===== src/hdl/rom_decode_pkg.sv =====
package rom_decode_pkg;

  // ****************************************
  // register map (byte addresses on apb)
  // ****************************************
  localparam logic [15:0] CSR_ADDR    = 16'hfe00;
  localparam logic [15:0] STATUS_ADDR = 16'hfe04;
  localparam logic [15:0] STRAP_ADDR  = 16'hfe08;

  // ****************************************
  // control register fields
  // ****************************************
  localparam int          CSR_W0_LSB   = 0;
  localparam int          CSR_W1_LSB   = 8;
  localparam int          CSR_FIELD_W  = 5;
  localparam int          CSR_WDIS_BIT = 15;
  localparam logic [15:0] CSR_RESET    = 16'h0000;
  localparam logic [15:0] CSR_RW_MASK  = 16'h1f1f;

  // ****************************************
  // system bus address layout
  // ****************************************
  localparam int          SYS_AW       = 18;
  localparam int          BANK_LSB     = 13;
  localparam int          BANK_W       = 5;
  localparam int          WIN_BLK_LSB  = 12;
  localparam int          WIN_BLK_W    = 6;
  localparam int          WIN_SEL_BIT  = 11;
  localparam int          SEG_LSB      = 11;
  localparam int          CHIP_LOG_1K  = 10;
  localparam logic [5:0]  WIN_BASE_REC = 6'h3e;

  // ****************************************
  // chip size straps
  // ****************************************
  typedef enum logic [1:0] {
    SZ_1K = 2'b00,
    SZ_2K = 2'b01,
    SZ_4K = 2'b10
  } chip_size_t;

  localparam int MAX_CHIPS  = 16;
  localparam int CS_COUNT   = 8;

endpackage


===== src/hdl/sel_if.sv =====
`timescale 1ns/1ps
interface sel_if;
  import rom_decode_pkg::*;
  logic [4:0] src;
  chip_size_t size;
  logic [7:0] cs;
  logic [1:0] ext;
  modport drv (output src, output size, input cs, input ext);
  modport dec (input src, input size, output cs, output ext);
endinterface


===== src/hdl/chip_sel_decode.sv =====
`timescale 1ns/1ps
module chip_sel_decode
  import rom_decode_pkg::*;
(
  sel_if.dec s
);

  // ****************************************
  // selector split and one-of-eight decode
  // ****************************************
  logic [2:0] top3;

  always_comb begin
    unique case (s.size)
      SZ_2K: begin
        top3  = s.src[3:1];
        s.ext = {1'b0, s.src[0]};
      end
      SZ_4K: begin
        top3  = s.src[4:2];
        s.ext = s.src[1:0];
      end
      default: begin
        top3  = s.src[2:0];
        s.ext = 2'b00;
      end
    endcase
  end

  genvar g;
  generate
    for (g = 0; g < CS_COUNT; g++) begin : g_cs
      assign s.cs[g] = (top3 == 3'(g));
    end
  endgenerate

endmodule


===== src/hdl/window_match.sv =====
`timescale 1ns/1ps
module window_match
  import rom_decode_pkg::*;
(
  input  wire logic [SYS_AW-1:0]    addr,
  input  wire logic [WIN_BLK_W-1:0] win_base,
  input  wire logic [BANK_W-1:0]    bank,
  input  wire logic [18:0]          range_bytes,
  output logic                      win_hit,
  output logic                      dir_hit
);

  // ****************************************
  // address comparators
  // ****************************************
  logic [18:0] offset;

  assign win_hit = (addr[SYS_AW-1:WIN_BLK_LSB] == win_base);
  assign offset  = {1'b0, addr} - {1'b0, bank, 13'h0000};
  assign dir_hit = (addr[SYS_AW-1:BANK_LSB] >= bank) && (offset < range_bytes);

endmodule


===== src/hdl/rom_board_address_decode.sv =====
// Added by the designer: the address map and the APB register port.
`timescale 1ns/1ps
module rom_board_address_decode
  import rom_decode_pkg::*;
(
  input  wire logic              pclk,
  input  wire logic              presetn,
  input  wire logic              ce,
  input  wire logic              psel,
  input  wire logic              penable,
  input  wire logic              pwrite,
  input  wire logic [15:0]       paddr,
  input  wire logic [31:0]       pwdata,
  input  wire logic [3:0]        pstrb,
  output logic                   pready,
  output logic [31:0]            prdata,
  output logic                   pslverr,
  input  wire logic              sys_valid,
  input  wire logic [SYS_AW-1:0] sys_addr,
  input  wire logic              strap_direct_en,
  input  wire logic              strap_win_off,
  input  wire logic              strap_wdis_opt,
  input  wire logic [4:0]        strap_bank_inst,
  input  wire logic [5:0]        strap_win_inst,
  input  wire logic [1:0]        strap_chip_size,
  input  wire logic [4:0]        strap_chip_count,
  output logic [7:0]             rom_cs,
  output logic [1:0]             rom_ext,
  output logic [9:0]             rom_word_addr,
  output logic                   board_hit,
  output logic                   window_ref
);

  // ****************************************
  // state
  // ****************************************
  typedef struct packed {
    logic [15:0] csr;
    logic [31:0] rdata;
    logic [7:0]  cs;
    logic [1:0]  ext;
    logic [9:0]  waddr;
    logic        hit;
    logic        win;
    logic        last_dir;
    logic        last_win;
    logic [2:0]  last_set;
  } state_t;

  state_t st_r;
  state_t st_nxt;

  sel_if sif ();

  // ****************************************
  // strap interpretation
  // ****************************************
  logic [BANK_W-1:0]    bank;
  logic [WIN_BLK_W-1:0] win_base;
  chip_size_t           csize;
  logic [4:0]           chips;
  logic [18:0]          range_bytes;
  logic                 win_allowed;
  logic                 win_raw;
  logic                 dir_raw;
  logic                 win_hit;
  logic                 dir_hit;
  logic [4:0]           field;
  logic [4:0]           field_mask;

  assign bank     = ~strap_bank_inst;
  assign win_base = ~strap_win_inst;

  always_comb begin
    unique case (strap_chip_size)
      2'b01:   csize = SZ_2K;
      2'b10:   csize = SZ_4K;
      default: csize = SZ_1K;
    endcase
  end

  // chip count above sixteen is clamped
  assign chips       = (strap_chip_count > 5'(MAX_CHIPS)) ? 5'(MAX_CHIPS) : strap_chip_count;
  assign range_bytes = 19'(chips) << (CHIP_LOG_1K + int'(csize));

  window_match u_match (
    .addr        (sys_addr),
    .win_base    (win_base),
    .bank        (bank),
    .range_bytes (range_bytes),
    .win_hit     (win_raw),
    .dir_hit     (dir_raw)
  );

  // bit 15 only matters when the disable option is strapped
  // bit 15 lets software silence a board that shares the block
  assign win_allowed = !strap_win_off && !(strap_wdis_opt && st_r.csr[CSR_WDIS_BIT]);
  assign win_hit     = sys_valid && win_raw && win_allowed;
  assign dir_hit     = sys_valid && dir_raw && strap_direct_en && !win_hit;

  // ****************************************
  // selector source
  // ****************************************
  always_comb begin
    unique case (csize)
      SZ_2K:   field_mask = 5'h0f;
      SZ_4K:   field_mask = 5'h1f;
      default: field_mask = 5'h07;
    endcase
  end

  // window 1 is the upper 2K of the block
  assign field = sys_addr[WIN_SEL_BIT] ? st_r.csr[CSR_W1_LSB +: CSR_FIELD_W]
                                       : st_r.csr[CSR_W0_LSB +: CSR_FIELD_W];

  always_comb begin
    if (win_hit) begin
      sif.src = field & field_mask;
    end else begin
      sif.src = sys_addr[SEG_LSB +: 5];
    end
  end
  assign sif.size = csize;

  chip_sel_decode u_dec (
    .s (sif)
  );

  // ****************************************
  // apb decode
  // ****************************************
  logic        setup;
  logic        access;
  logic        sel_csr;
  logic        sel_stat;
  logic        sel_strap;
  logic        mapped;
  logic [15:0] wmask;
  logic [15:0] rw_mask;
  logic [31:0] rd_val;

  assign setup     = psel && !penable;
  assign access    = psel && penable;
  assign sel_csr   = (paddr == CSR_ADDR);
  assign sel_stat  = (paddr == STATUS_ADDR);
  assign sel_strap = (paddr == STRAP_ADDR);
  assign mapped    = sel_csr || sel_stat || sel_strap;
  assign rw_mask   = strap_wdis_opt ? (CSR_RW_MASK | 16'h8000) : CSR_RW_MASK;
  assign wmask     = {{8{pstrb[1]}}, {8{pstrb[0]}}} & rw_mask;

  assign pready  = 1'b1;
  // only the control register takes written data
  assign pslverr = access && (!mapped || (pwrite && !sel_csr));
  assign prdata  = st_r.rdata;

  always_comb begin
    rd_val = 32'h0000_0000;
    if (sel_csr) begin
      rd_val = {16'h0000, st_r.csr};
    end else if (sel_stat) begin
      rd_val = {24'h0, 1'b0, st_r.last_set, 2'b00, st_r.last_win, st_r.last_dir};
    end else if (sel_strap) begin
      rd_val = {8'h0, 3'b000, chips, 2'b00, win_base, 3'b000, bank};
    end
  end

  // ****************************************
  // next state
  // ****************************************
  always_comb begin
    st_nxt = st_r;
    if (setup && !pwrite) begin
      st_nxt.rdata = rd_val;
    end
    if (access && pwrite && sel_csr) begin
      st_nxt.csr = (st_r.csr & ~wmask) | (pwdata[15:0] & wmask);
    end
    st_nxt.hit   = win_hit || dir_hit;
    st_nxt.win   = win_hit;
    st_nxt.cs    = (win_hit || dir_hit) ? sif.cs : 8'h00;
    st_nxt.ext   = (win_hit || dir_hit) ? sif.ext : 2'b00;
    st_nxt.waddr = sys_addr[10:1];
    if (win_hit || dir_hit) begin
      st_nxt.last_dir = dir_hit;
      st_nxt.last_win = win_hit;
      st_nxt.last_set = 3'(sif.src >> int'(csize));
    end
  end

  always_ff @(posedge pclk or negedge presetn) begin
    if (!presetn) begin
      st_r <= '0;
      st_r.csr <= CSR_RESET;
    end else if (ce) begin
      st_r <= st_nxt;
    end
  end

  // ****************************************
  // outputs
  // ****************************************
  assign rom_cs        = st_r.cs;
  assign rom_ext       = st_r.ext;
  assign rom_word_addr = st_r.waddr;
  assign board_hit     = st_r.hit;
  assign window_ref    = st_r.win;

endmodule


===== config.mk =====
export PLATFORM = sky130hd
export DESIGN_NAME = rom_board_address_decode
export DESIGN_NICKNAME = d
export VERILOG_FILES = /design/src/hdl/rom_decode_pkg.sv /design/src/hdl/sel_if.sv /design/src/hdl/chip_sel_decode.sv /design/src/hdl/window_match.sv /design/src/hdl/rom_board_address_decode.sv
export SDC_FILE = /design/constraint.sdc
export NUM_CORES = 1
export LEC_CHECK = 0
export ABC_AREA = 1
export BUFFER_PORTS_ARGS = -buffer_cell sky130_fd_sc_hd__buf_4
export CAP_MARGIN = 20
export CELL_PAD_IN_SITES_DETAIL_PLACEMENT = 1
export CELL_PAD_IN_SITES_GLOBAL_PLACEMENT = 2
export CORE_UTILIZATION = 26
export CTS_BUF_LIST = sky130_fd_sc_hd__clkbuf_16
export DETAILED_ROUTE_END_ITERATION = 12
export PLACE_DENSITY = 0.77
export SLEW_MARGIN = 20
export SYNTH_ARGS = -nofsm -noshare
export SYNTH_HDL_FRONTEND = slang
export SYNTH_SLANG_ARGS = --single-unit

===== constraint.sdc =====
create_clock -name pclk -period 1.8 [get_ports pclk]
set_input_delay 0.36 -clock pclk [delete_from_list [all_inputs] [get_ports pclk]]
set_output_delay 0.36 -clock pclk [all_outputs]
set_load 0.05 [all_outputs]

==> flow_summary.json, run 1 <==
{
  "critPathLaunchType": "primary input",
  "cp_slowest_cell": "fa_2",
  "dr.pass1.iters": 6,
  "synth_seq_cells": 57,
  "gr-usage-all-layers": 0.1764,
  "num_antenna_cells": 0,
  "drv_slew": 0,
  "p_sw_frac": 0.3102,
  "yosysUniqueCellTypes": 40,
  "fp.dieH_um": 125.2,
  "clock-sinks": 57,
  "boundaryPins": 154,
  "min_from": "sys_addr[8]",
  "worst_slack_ns": -0.3786,
  "period_share": 1.210,
  "async_reset_ff_frac": 1.000,
  "arrival_ns": 2.46,
  "viasPerCell": 4.505,
  "path_cells": "buf_12 -> inv_12 -> ha_4 -> fa_2 -> o21ai_2 -> xor2_1 -> ha_1 -> nand2_2 -> nor2_2 -> a211oi_2 -> nand3_2 -> nand2_4 -> inv_8 -> a21oi_4 -> nand2_1 -> nand2_1",
  "drc": 0,
  "grt_max_degree": 35,
  "grt_pass1_vias": 4289,
  "synth_edf_count": 0,
  "place.gp.congestion": 0.8123,
  "dieArea_um2": 15670,
  "violations": "setup timing",
  "max_stage_delay_ns": 0.35,
  "worstSkewPairLatency_ns": 0.34,
  "core_um2": 14640,
  "total_power_uw": 4077,
  "clkPwrFrac": 0.405,
  "rows": 44,
  "irDropWorstVdd_v": 0.0003901,
  "rsz0062_at_grt": "true",
  "post-route-util": 0.3912,
  "power_density_nw_per_um2": 711.5,
  "yosysSeqAreaShare": 0.3617,
  "grt_pass1_wl_um": 21420,
  "yosys_warnings": 0,
  "hold_path_class": "in -> reg",
  "synthTopCellsByCount": "204 x nand2_1, 57 x dfrtp_1, 53 x buf_4",
  "antenna_found_initial": 0,
  "max_cap_viol_count": 0,
  "cp-end-kind": "register",
  "fmax_mhz": 459.0,
  "dp_hpwl_um": 10700,
  "fin_hold_ws_ns": 0.2247,
  "finalNetCount": 813,
  "wl_per_cell_um": 15.06,
  "p_sw_uw": 1264,
  "yosysTopAreaCell": "dfrtp_1",
  "num_vias": 3987,
  "cts-htree-levels": 3,
  "wl_um": 13330,
  "synthTopCellsByArea": "dfrtp_1 36%, nand2_1 19%, buf_4 10%, ha_1 5.7%, nand3_1 5.5%",
  "numCtsBuffers": 9,
  "critical_path_buf_inv_count": 3,
  "finalHoldViolCount": 0,
  "place.port_buffers": 115,
  "seq_power_share": 0.345,
  "cts.clk_slew.worst_paths_ns": 0.05,
  "die_width_um": 125.2,
  "drtAntennaViolNets": 0,
  "clock_skew_ns": 0.003131,
  "synthCells": 551,
  "leakagePower_uw": 0.003084,
  "root_buffer": "clkbuf_16",
  "worstSetupPathType": "in -> reg",
  "crit_path_max_fanout": 6,
  "synth_top_area_frac": 0.3617,
  "setup_violations": 16,
  "area_growth_pct": 45.27,
  "grt_overflow": 0,
  "worstPathRequired_ns": 2.08,
  "start_util": 0.2693,
  "post-synth-top-count-cell": "nand2_1",
  "cts_tree": "yes",
  "cts_buffer_depth": 2,
  "crit_family": "adder cells",
  "first_iter_violations": 135,
  "crit_path_frequent_cell": "nand2_1",
  "synth.cell_area_um2": 3944,
  "syn_area_per_cell_um2": 7.157,
  "combPwrFrac": 0.250,
  "drive_gt1_frac": 0.3623,
  "cp-startpoint": "sys_addr[13]",
  "num-fill-cells": 1807,
  "finalCriticalPeriod_ns": 2.179,
  "power_report.internal_total_uw": 2812,
  "status": "complete, but fails checks",
  "ys.flop_type": "dfrtp_1"
}
[worst register-to-register path, cell delays in order (launching register included)]
cell and delay (ns):
dfrtp_1 0.40, nand2_1 0.12, inv_1 0.05, nor2_1 0.08
nand2_1 0.06, nor2_1 0.08, nand2_1 0.15, nand2_1 0.18
nand3_1 0.12, nand3_1 0.10, nand2_1 0.11, nor2_1 0.17
nand2_1 0.07, nand2_1 0.06
[power by group through the flow]
stage               logic (uW)  registers (uW)  clock network [uW]
detailed placement         938            1430                   0
finish                    1020            1410                1650
global placement           911            1430                   0
global route              1130            1410                1750
floorplan                  567            1400                   0
CTS                        969            1410                1710
[per-layer routing]
| layer | global-route usage | vias up | wire length [um] |
|---|---|---|---|
| met5 | 0 | - | 0 |
| met4 | 0.06313 | 0 | 181 |
| met3 | 0.03680 | 11 | 454 |
| met2 | 0.3151 | 67 | 6931 |
| met1 | 0.2080 | 1932 | 5760 |
| li1 | - | 1977 | - |
[layout by cell type (no fill, tap or decap), types with 2 or more instances in the layout]
| cell type | count |
|---|---|
| buf_6 | 3 |
| buf_4 | 176 |
| a21oi_1 | 3 |
| o22ai_1 | 4 |
| nor2_1 | 19 |
| nand3_2 | 3 |
| buf_12 | 3 |
| o21ai_1 | 9 |
| nor2_2 | 6 |
| o21ai_0 | 16 |
| clkinv_1 | 3 |
| nand2_1 | 200 |
| o211ai_1 | 2 |
| conb_1 | 16 |
| dfrtp_1 | 57 |
| nand2_2 | 6 |
| inv_1 | 43 |
| o21ai_2 | 3 |
| ha_2 | 3 |
| nor2_4 | 8 |
| xor2_1 | 2 |
| o221ai_1 | 3 |
| nand4_1 | 6 |
| a21oi_2 | 5 |
| ha_4 | 3 |
| o21a_1 | 2 |
| ha_1 | 12 |
| inv_2 | 8 |
| nand3_1 | 41 |
| clkbuf_16 | 9 |
| nand2_4 | 3 |
| inv_8 | 2 |
[cell families (layout without fill, tap and decap cells)]
family	count (synthesis)	in the layout	synth area share
simple gates	296	296	0.3185
buf+inv	117	253	0.1640
flops	57	57	0.3617
compound gates	56	56	0.08249
fa+ha+maj	19	19	0.06218
xor+xnor	3	3	0.006664
other cells	2	16	0.001904
mux	1	1	0.002538
[final cells by class]
type                    count  area, um2  area share
inverters                  53      229.0     0.03997
repair buffers            184       1440      0.2514
clock inverters             7      53.80    0.009391
clock buffers               9      225.2     0.03931
multi-input cells         391       2125      0.3708
well taps                 184      230.2     0.04018
flip-flops and latches     57       1426      0.2490
[timing repair]
item,4_1_cts,5_1_grt
endpoints found under the hold margin,23,0
hold buffers,1,0
resized for setup,16,34
pin swaps,10,15
endpoints found under the setup margin,16,17
setup buffers,4,8
[path summary, 6_finish.rpt]
check	slack, ns	depth (start not counted)	end
setup / recovery	-0.38	16	rom_cs[3]
hold / removal	0.22	3	rom_word_addr[7]
setup reg to reg	0	13	rom_cs[5]
hold reg to reg	0.48	2	rom_word_addr[6]
max in group asynchronous	0.79	3	rom_word_addr[7]
min in group asynchronous	0.50	2	asynchronous set/reset pin
[per-stage QoR]
stage / cell area [um2] / setup slack (ns) / instances / TNS (ns)
global route: 5729 / -0.5403 / 885 / -7.744
CTS: 5565 / -0.3934 / 877 / -5.133
floorplan: 4109 / -0.5208 / 565 / -7.018
detailed placement: 5189 / -0.8922 / 856 / -13.07
finish: 5729 / -0.3786 / 885 / -5.361
global placement: 5189 / -0.7895 / 856 / -11.42
No activity file was read; power rests on OpenSTA's default activity.
==> run 2, diff against run 1 <==
- ABC_AREA: 1 -> not set
- CORE_UTILIZATION: 26 -> 28
- PLACE_DENSITY: 0.77 -> 0.76
==> run 2 against run 1 <==
Compared with the run above: the flow still finishes with violations (setup timing); hold slack improved by 0.011 ns; highest routed layer unchanged; register-to-register slack got worse by 0.39 ns; cell area increased by 1.6%; area after synthesis down 2.4%; synthesized cell count shrank 27%; first-iteration DRC count decreased by 31%; clock skew rose by 0.0041 ns; cell count fell by 18%; global-route usage grew 1.4 points.
==> flow_summary.json, run 2 <==
{
  "power_density_nw_per_um2": 707.0,
  "wl_per_cell_um": 17.33,
  "irDropWorstVdd_v": 0.0004074,
  "core_um2": 13350,
  "tns_ns": -16.79,
  "yosysTopAreaCell": "dfrtp_1",
  "reg2reg_slack_ns": -0.39,
  "gr-usage-all-layers": 0.1903,
  "final_cell_mix": "171 x buf_4, 57 x dfrtp_1, 40 x nand2_1, 20 x mux2_2, 19 x nor2_1",
  "fp.dieH_um": 119.2,
  "drive_gt1_frac": 0.5451,
  "arrival_ns": 2.82,
  "fin_hold_ws_ns": 0.2358,
  "worstPathRequired_ns": 2.01,
  "clock_skew_ns": 0.007197,
  "maxSlewHeadroom": 0.6631,
  "synth_seq_cells": 57,
  "start_util": 0.2882,
  "synth_edf_count": 0,
  "total_power_uw": 4117,
  "dp_hpwl_um": 9932,
  "syn_area_per_cell_um2": 9.547,
  "max_cap_viol_count": 0,
  "numPlacedInstances": 704,
  "synthTopCellsByArea": "dfrtp_1 37%, buf_4 11%, mux2_2 6.4%, ha_1 5.9%, nand2_1 3.9%",
  "worstSetupPathType": "in -> reg",
  "yosys_warnings": 0,
  "rows": 42,
  "cts.clk_slew.worst_paths_ns": 0.05,
  "setup_violations": 38,
  "clock-sinks": 57,
  "ys.flop_type": "dfrtp_1",
  "drv_slew": 0,
  "grt_pass1_wl_um": 20480,
  "num-fill-cells": 1540,
  "wl_um": 12650,
  "grt_max_degree": 25,
  "worstSkewPairLatency_ns": 0.34,
  "dr.pass1.iters": 4,
  "register_area_um2": 1426,
  "boundaryPins": 154,
  "grt_pass1_vias": 3835,
  "post_dp_cell_area_um2": 5191,
  "num_antenna_cells": 0,
  "cts_tree": "yes",
  "status": "complete, but fails checks",
  "grt_overflow": 0,
  "post-synth-top-count-cell": "dfrtp_1",
  "worst_slew_pin_slew_ns": 0.5008,
  "synth.cell_area_um2": 3847,
  "hold_path_class": "in -> reg",
  "root_buffer": "clkbuf_16",
  "numCtsBuffers": 9,
  "first_iter_violations": 93,
  "finalNetCount": 666,
  "cp-end-kind": "register",
  "viasPerCell": 4.733,
  "synthCells": 403,
  "worst_slack_ns": -0.8102,
  "antenna_found_initial": 0,
  "area_growth_pct": 51.35,
  "yosysSeqAreaShare": 0.3707,
  "layout_commonest_cell": "buf_4",
  "rsz0062_at_grt": "true",
  "crit_path_max_fanout": 4,
  "yosysUniqueCellTypes": 59,
  "synthTopCellsByCount": "57 x dfrtp_1, 54 x buf_4, 40 x nand2_1",
  "finalCriticalPeriod_ns": 2.610,
  "cts_buffer_depth": 2,
  "drc": 0,
  "layout.cells.non_filler": 730,
  "synth_top_area_frac": 0.3707,
  "finalHoldViolCount": 0,
  "die_width_um": 119.2,
  "period_share": 1.450,
  "leakagePower_uw": 0.002781,
  "dieArea_um2": 14210,
  "fmax_mhz": 383.1,
  "place.gp.congestion": 0.7803,
  "multi_input_area_um2": 2290,
  "violations": "setup timing",
  "design_area_um2": 5823,
  "drtAntennaViolNets": 0,
  "num_vias": 3455,
  "place.port_buffers": 115,
  "critPathLaunchType": "primary input",
  "cts-htree-levels": 3,
  "async_reset_ff_frac": 1.000
}
[run 2: power by group]
group          internal, uW  switching, uW  total [uW]
clock                   900            577        1480
sequential             1380           89.8        1470
combinational           525            645        1170
total                  2810           1310        4120
[run 2: cells by family (layout without fill, tap and decap cells)]
kind of cell,Yosys count,in the layout,synth area share
other,2,16,0.001952
buffers and inverters,87,224,0.1382
XOR/XNOR,9,9,0.02049
adder cells (fa/ha/maj),19,19,0.06374
AO/OA/AOI/OAI,76,76,0.1337
AND/OR/NAND/NOR,120,120,0.1711
multiplexers,33,33,0.1002
flip-flops,57,57,0.3707
[run 2: worst max-delay path, stage by stage]
cell and delay (ns):
buf_12 0.09, inv_12 0.03, ha_4 0.16, fa_2 0.35, nand2b_4 0.15, a21oi_2 0.14
nor2_2 0.07, xnor2_2 0.13, ha_1 0.33, a21oi_2 0.14, o221ai_2 0.10, a211oi_2 0.15
buf_4 0.16, nand2b_4 0.15, mux2_4 0.31
[run 2: cell type report]
type | instances | share of cell area
multi-input cells | 273 | 0.3932
flip-flops and latches | 57 | 0.2450
clock inverters | 7 | 0.005157
clock buffers | 9 | 0.03868
well taps | 176 | 0.03782
inverters | 18 | 0.01461
repair buffers | 190 | 0.2656
[run 2: path summary, 6_finish.rpt]
check,from,end,cells after the start
min in group asynchronous,presetn,prdata[9],2
max in group asynchronous,presetn,prdata[4],3
hold reg to reg,prdata[19],prdata[19],2
hold / removal,strap_win_inst[5],prdata[13],2
setup / recovery,strap_bank_inst[0],st_r[1],15
setup reg to reg,register,rom_cs[2],6
[run 2: per-stage QoR]
step | setup slack [ns] | utilization
6_report | -0.8102 | 0.4363
3_3_place_gp | -1.158 | 0.3889
3_5_place_dp | -1.355 | 0.3889
2_1_floorplan | -1.014 | -
4_1_cts | -0.7308 | 0.4311
5_1_grt | -0.8876 | 0.4363
[run 2: what timing repair did]
| action | in CTS | in global routing |
|---|---|---|
| buffers inserted | 10 | 5 |
| resized for setup | 52 | 19 |
| endpoints found under the hold margin | 22 | 0 |
| setup endpoints to repair | 38 | 47 |
| hold buffers | 1 | 0 |
| pin swaps | 27 | 14 |
[run 2: per-layer routing]
layer	wire length, um	vias to the layer above	global-route usage
met5	0	-	0
met4	320	0	0.07358
met3	616	22	0.05172
met2	6271	104	0.3289
met1	5443	1686	0.2224
li1	-	1643	-
